==> config.mk <==
export PLATFORM = sky130hd
export DESIGN_NAME = rss_top
export DESIGN_NICKNAME = d
export VERILOG_FILES = /design/src/include/rss_pkg.sv /design/src/include/rss_regs_if.sv /design/src/verilog/rss_top.sv /design/src/verilog/rss_reg_port.sv
export SDC_FILE = /design/constraint.sdc
export NUM_CORES = 1
export LEC_CHECK = 0
export ABC_AREA = 1
export BUFFER_PORTS_ARGS = -buffer_cell sky130_fd_sc_hd__buf_4
export CAP_MARGIN = 20
export CORE_ASPECT_RATIO = 0.8
export CORE_MARGIN = 1
export CORE_UTILIZATION = 53
export DETAILED_ROUTE_END_ITERATION = 10
export HOLD_SLACK_MARGIN = 0.03
export PLACE_DENSITY_LB_ADDON = 0.15
export SLEW_MARGIN = 20
export SYNTH_ARGS = -nofsm -noshare
export SYNTH_HDL_FRONTEND = slang
export SYNTH_SLANG_ARGS = --single-unit
==> constraint.sdc <==
create_clock -name clk -period 1.4 [get_ports clk]
set_input_delay 0.21 -clock clk [delete_from_list [all_inputs] [get_ports clk]]
set_output_delay 0.21 -clock clk [all_outputs]
set_load 0.01 [all_outputs]
==> src/include/rss_pkg.sv <==
// package of constants for the reset strap sampler
// assumes a 10 MHz core clock and an 8-bit register port
package rss_pkg;
    // ====================
    // register offsets
    localparam logic [7:0] RSS_ADDR_BANK01 = 8'h4A;
    localparam logic [7:0] RSS_ADDR_BANK23 = 8'h4B;
    localparam logic [7:0] RSS_ADDR_PCICLK = 8'h4C;
    localparam logic [7:0] RSS_ADDR_HCLK   = 8'h5F;
    // ====================
    // strap line count and field positions
    localparam int RSS_LINES          = 44;
    localparam int RSS_BANK01_LSB     = 0;
    localparam int RSS_BANK23_LSB     = 8;
    localparam int RSS_PCICLK_LSB     = 16;
    localparam int RSS_PCICLK_BITS    = 5;
    localparam int RSS_PCICLK_HI_LINE = 23;
    localparam int RSS_HCLK_LSB       = 21;
    localparam int RSS_HCLK_BITS      = 6;
    localparam int RSS_SHARED_PIN_BIT = 0;
    localparam int RSS_PCI_DIV_BIT    = 17;
    localparam int RSS_SYNTH_LSB      = 24;
    localparam int RSS_CORE_MULT_BIT  = 40;
    localparam int RSS_PCICLK_WR_BIT  = 4;
    localparam logic [7:0] RSS_RD_ZERO = 8'h00;
    // ====================
    // capture sequencing
    typedef enum logic [2:0] {
        RSS_ST_RESET = 3'h1,
        RSS_ST_SYNC  = 3'h2,
        RSS_ST_HELD  = 3'h4
    } rss_state_e;
    localparam logic [1:0] RSS_SYNC_CYCLES = 2'h2;
endpackage : rss_pkg

==> src/include/rss_regs_if.sv <==
// register view bundle between capture logic and register port
// assumes both ends share clk
`timescale 1ns/1ns
interface rss_regs_if;
    logic [7:0] bank01;
    logic [7:0] bank23;
    logic [7:0] pciclk;
    logic [7:0] hclk;
    modport source (output bank01, bank23, pciclk, hclk);
    modport sink   (input  bank01, bank23, pciclk, hclk);
endinterface : rss_regs_if

==> src/verilog/rss_top.sv <==
// reset strap sampler: captures memory-line straps after reset
// assumes strap lines settle while reset_n is low; they are async pins
`timescale 1ns/1ns
module rss_top
    import rss_pkg::*;
#(
    parameter int LINES = RSS_LINES
)(
    // clock and reset
    input  wire logic             clk,
    input  wire logic             reset_n,
    // strap pins
    input  wire logic [LINES-1:0] strap_memory_lines,
    // register port
    input  wire logic [7:0]       addr,
    input  wire logic [7:0]       wr_data,
    input  wire logic             wr_strobe,
    input  wire logic             rd_strobe,
    output logic      [7:0]       rd_data,
    // configuration outputs
    output logic                  isa_low_mem_write_strobe_sel,
    output logic                  pci_clock_output_div3,
    output logic      [2:0]       host_synth_code,
    output logic                  double_speed_core
);
    import rss_pkg::*;

    // ====================
    // helpers
    // one byte of the held image, as a bank register shows it
    function automatic logic [7:0] rss_strap_byte(
        input logic [LINES-1:0] held,
        input int               lsb
    );
        rss_strap_byte = held[lsb +: 8];
    endfunction : rss_strap_byte

    // ====================
    // pin synchronisers; straps are board levels, not timed to clk
    logic [LINES-1:0] sync_a;
    logic [LINES-1:0] sync_b;
    logic [LINES-1:0] next_sync_a;
    logic [LINES-1:0] next_sync_b;

    always_comb begin
        next_sync_a = strap_memory_lines;
        next_sync_b = sync_a;
    end

    always_ff @(posedge clk or negedge reset_n) begin
        if (!reset_n) begin
            sync_a <= '0;
            sync_b <= '0;
        end else begin
            sync_a <= next_sync_a;
            sync_b <= next_sync_b;
        end
    end

    // ====================
    // capture sequencing: let both sync stages fill, then latch once
    rss_state_e state;
    rss_state_e next_state;
    logic [1:0] wait_cnt;
    logic [1:0] next_wait_cnt;
    logic       capture;

    always_comb begin
        next_state    = state;
        next_wait_cnt = wait_cnt;
        capture       = 1'b0;
        case (state)
            RSS_ST_RESET: begin
                next_state    = RSS_ST_SYNC;
                next_wait_cnt = 2'h0;
            end
            RSS_ST_SYNC: begin
                if (wait_cnt == RSS_SYNC_CYCLES) begin
                    capture    = 1'b1;
                    next_state = RSS_ST_HELD;
                end else begin
                    next_wait_cnt = wait_cnt + 2'h1;
                end
            end
            RSS_ST_HELD: begin
                // only a new reset leaves this state
                next_state = RSS_ST_HELD;
            end
            default: begin
                next_state = RSS_ST_RESET;
            end
        endcase
    end

    always_ff @(posedge clk or negedge reset_n) begin
        if (!reset_n) begin
            state    <= RSS_ST_RESET;
            wait_cnt <= 2'h0;
        end else begin
            state    <= next_state;
            wait_cnt <= next_wait_cnt;
        end
    end

    // ====================
    // held strap image; later line activity is ignored
    logic [LINES-1:0] straps;
    logic [LINES-1:0] next_straps;

    always_comb begin
        next_straps = straps;
        if (capture) begin
            next_straps = sync_b;
        end
    end

    always_ff @(posedge clk or negedge reset_n) begin
        if (!reset_n) begin
            straps <= '0;
        end else begin
            straps <= next_straps;
        end
    end

    // ====================
    // writable bit of the pci register; storage only, drives nothing
    logic pci_wr_bit;
    logic next_pci_wr_bit;
    logic pci_wr_hit;

    always_comb begin
        pci_wr_hit      = wr_strobe && (addr == RSS_ADDR_PCICLK);
        next_pci_wr_bit = pci_wr_bit;
        if (capture) begin
            // capture wins; a write on that edge is lost
            next_pci_wr_bit = sync_b[RSS_PCICLK_LSB + RSS_PCICLK_WR_BIT];
        end else if (pci_wr_hit) begin
            next_pci_wr_bit = wr_data[RSS_PCICLK_WR_BIT];
        end
    end

    always_ff @(posedge clk or negedge reset_n) begin
        if (!reset_n) begin
            pci_wr_bit <= 1'b0;
        end else begin
            pci_wr_bit <= next_pci_wr_bit;
        end
    end

    // ====================
    // register views; speed and type bits pass straight through
    rss_regs_if regs ();
    assign regs.bank01 = rss_strap_byte(straps, RSS_BANK01_LSB);
    assign regs.bank23 = rss_strap_byte(straps, RSS_BANK23_LSB);
    assign regs.pciclk = {2'h0, straps[RSS_PCICLK_HI_LINE], pci_wr_bit,
                          straps[RSS_PCICLK_LSB +: RSS_PCICLK_BITS-1]};
    assign regs.hclk   = {2'h0, straps[RSS_HCLK_LSB +: RSS_HCLK_BITS]};

    rss_reg_port u_port (
        .clk       (clk),
        .reset_n   (reset_n),
        .addr      (addr),
        .rd_strobe (rd_strobe),
        .rd_data   (rd_data),
        .regs      (regs)
    );

    // ====================
    // configuration from held straps; reserved lines are the board's concern
    assign isa_low_mem_write_strobe_sel = straps[RSS_SHARED_PIN_BIT];
    assign pci_clock_output_div3        = straps[RSS_PCI_DIV_BIT];
    assign host_synth_code              = straps[RSS_SYNTH_LSB +: 3];
    assign double_speed_core            = straps[RSS_CORE_MULT_BIT];
endmodule : rss_top

==> src/verilog/rss_reg_port.sv <==
// register read port for the strap registers
// assumes strobes are one cycle and on clk
`timescale 1ns/1ns
module rss_reg_port
    import rss_pkg::*;
(
    // clock and reset
    input  wire logic       clk,
    input  wire logic       reset_n,
    // bus
    input  wire logic [7:0] addr,
    input  wire logic       rd_strobe,
    output logic      [7:0] rd_data,
    // register view
    rss_regs_if.sink        regs
);
    import rss_pkg::*;
    logic [7:0] next_rd_data;

    // ====================
    // read decode, unmapped reads return zero
    always_comb begin
        next_rd_data = RSS_RD_ZERO;
        if (rd_strobe) begin
            case (addr)
                RSS_ADDR_BANK01: next_rd_data = regs.bank01;
                RSS_ADDR_BANK23: next_rd_data = regs.bank23;
                RSS_ADDR_PCICLK: next_rd_data = regs.pciclk;
                RSS_ADDR_HCLK:   next_rd_data = regs.hclk;
                default:         next_rd_data = RSS_RD_ZERO;
            endcase
        end
    end

    always_ff @(posedge clk or negedge reset_n) begin
        if (!reset_n) begin
            rd_data <= RSS_RD_ZERO;
        end else begin
            rd_data <= next_rd_data;
        end
    end
endmodule : rss_reg_port

==> results.py <==
metrics = {
    "drt": {
        "vias": 2317,
        "drc": 0,
        "dr.pass1.iters": 4,
        "wl_um": 6010,
        "vias_per_cell": 4.83,
        "drt_iter0_drc": 117,
        "avgRoutedWirePerCell_um": 12.5,
        "antenna_left": 0,
    },
    "power": {
        "power_density_nw_per_um2": 1130,
        "switching_share_pct": 23.2,
        "pwr-share-comb_pct": 6.3,
        "ir_worst_vdd_v": 0.000921,
        "seqPwrFrac_pct": 57.8,
        "pwr-share-clk_pct": 35.9,
        "p_int_mw": 3.95,
        "p_sw_mw": 1.20,
        "leakagePower_nw": 2.21,
    },
    "min_path": {
        "hp-start": "rd_strobe",
        "hold_class": "in -> reg",
    },
    "synthesis": {
        "avgSynthCellArea_um2": 11.8,
        "ys_ff_latch": 97,
        "synthTopCellsByCount": "dfrtp_1, nand2_1, nand3_1",
        "synth_top_area_cell": "dfrtp_1",
        "yosys-top-cells-area": "dfrtp_1, nand2_1, nand3_2",
        "ys_seq_area_share_pct": 68.3,
        "ys_warn_count": 0,
        "synth.most_common_cell": "dfrtp_1",
        "yosysTopAreaCellShare_pct": 67.5,
        "async_flop_share_pct": 100,
        "ys.flop_type": "dfrtp_1",
        "synth_edf_count": 0,
        "synth.cell_area_um2": 3560,
        "synth_cells": 302,
        "synth_cell_type_count": 24,
        "synth_nets": 367,
    },
    "placement": {
        "post_dp_cell_area_um2": 4050,
        "portBuffers": 54,
        "place_congestion": 0.781,
        "hpwl_um": 3950,
        "dpl.cell_count": 435,
    },
    "clocking": {
        "clk_pin_slew_ps": 100,
        "numCtsBuffers": 9,
        "h-tree-depth": 3,
        "cts_num_sinks": 97,
        "clk_latency_ps": 360,
        "cts_tree": "done",
        "clockBufferDepth": 2,
        "root_buffer": "clkbuf_8",
    },
    "floorplan": {
        "start_util_pct": 55.2,
        "die_x_um": 93.6,
        "die_h_um": 75.3,
        "core-area_um2": 6440,
        "ios": 78,
        "rows": 26,
        "dieArea_um2": 7050,
    },
    "critical_path": {
        "crit_path_start_kind": "flip-flop",
        "cp-startpoint": "state[2]$_DFFE_PN0P_",
        "critPathMaxFanout": 18,
        "crit_required_ps": 1700,
        "crit_type": "reg -> reg",
        "r2r_start": "state[2]$_DFFE_PN0P_",
        "endpoint_kind": "flip-flop",
        "crit_arrival_ps": 1600,
    },
    "global_route": {
        "grt_pass1_vias": 2170,
        "grt_max_degree": 37,
        "grt.total_usage_pct": 19.0,
        "grt_pass1_wl_um": 9740,
        "antenna_found_initial": 0,
        "grt-ovfl-total": 0,
    },
    "cells_and_area": {
        "final_nets": 456,
        "stdcell_count": 480,
        "design_area_um2": 4560,
        "diodes": 0,
        "drive_above_1_share_pct": 29.0,
        "synthToLayoutAreaGrowth_pct": 28.1,
    },
    "outcome": {
        "status": "complete, no violations",
    },
    "timing": {
        "skew_ps": 8.84,
        "clock.fmax_mhz": 772,
        "setup-tns-final_ps": 0,
        "maxSlewViolCount": 0,
        "fin_crit_ps": 1300,
        "hold_viol": 0,
        "setup_viol": 0,
        "rsz0062_at_grt": "no",
        "relSlewSlack_pct": 71.9,
        "worst_slew_pin_slew_ps": 422,
        "fin_crit_sh_pct": 92.5,
    },
    "job": {
        "max-cap-violations": 0,
    },
}
==> area by class of cell <==
cell class	count	area [µm²]
Clock inverter	7	83.8
Multi-Input combinational cell	180	960
Timing Repair Buffer	91	810
Fill cell	471	1890
Tap cell	84	105
Sequential cell	97	2430
Clock buffer	9	124
Inverter	12	45.0
==> worst max-delay path: stages, from the launching register on <==
cell,delay [ps]
dfrtp_1,430
nor3_4,290
buf_6,240
nand3_1,90
nand2_1,90
nand2_1,50
nand2_1,50
==> path summary, 6_finish.rpt <==
check / cells after the start / endpoint / slack (ps)
min in group asynchronous: 2 / sync_b[15]$_DFF_PN0_ / 310
worst min register to register: 0 / sync_b[7]$_DFF_PN0_ / 350
worst max register to register: 6 / pci_wr_bit$_DFFE_PN0P_ / 100
worst max-delay path: 6 / pci_wr_bit$_DFFE_PN0P_ / 100
worst min-delay path: 3 / u_port.rd_data[6]$_DFF_PN0_ / 110
max in group asynchronous: 3 / straps[0]$_DFFE_PN0P_ / 560
==> flip-flops by register name, summed over array words and instances, names as in the netlist <==
signal	count
next_sync_b	28
sync_b	28
straps	27
u_port.rd_data	8
state	3
wait_cnt	2
pci_wr_bit	1
==> power groups by stage <==
stage	clock (mW)	combinational, mW	sequential [mW]
floorplan	0	0.0856	3.02
global placement	0	0.258	3.03
detailed placement	0	0.265	3.04
CTS	1.89	0.329	2.98
global route	1.99	0.361	2.99
finish	1.85	0.324	2.98
==> placed cells by master (no fill, tap or decap), drive strengths merged, types with 2 or more instances in the layout <==
cell type    instances
a21oi                2
buf                 62
clkbuf               9
clkinv               2
dfrtp               96
dlygate4sd3         29
inv                 15
nand2               87
nand3               58
nor2                25
o21ai                5
==> routing by layer <==
metal,track usage [%],vias up,part of all wire (%)
met1,24.8,1111,45
li1,-,1148,-
met5,0,-,0
met2,30.3,54,49
met4,7.35,0,0.67
met3,5.96,4,5.1
==> repair_timing <==
item	CTS	global route
buffers inserted	0	0
hold endpoints to repair	55	0
hold buffers	29	0
endpoints found under the setup margin	0	2
resized for setup	0	2
==> per-stage QoR <==
step	setup slack (ps)	total power [mW]	hold slack [ps]	utilization [%]
2_1_floorplan	118	3.11	-85.6	-
3_5_place_dp	92.6	3.30	175	62.9
6_report	105	5.15	112	70.7
3_3_place_gp	124	3.29	175	62.9
4_1_cts	51.3	5.20	94.8	70.6
5_1_grt	4.26	5.34	112	70.7
==> cell families after synthesis <==
kind of cell             count (synthesis)  share of synthesized area [%]
AND/OR/NAND/NOR                        172                           25.3
flip-flops                              97                           68.3
buffers and inverters                   25                           4.82
AO/OA/AOI/OAI                            7                           1.30
adder cells (fa/ha/maj)                  1                          0.352
Note: power is estimated with default switching activity, not from simulation.
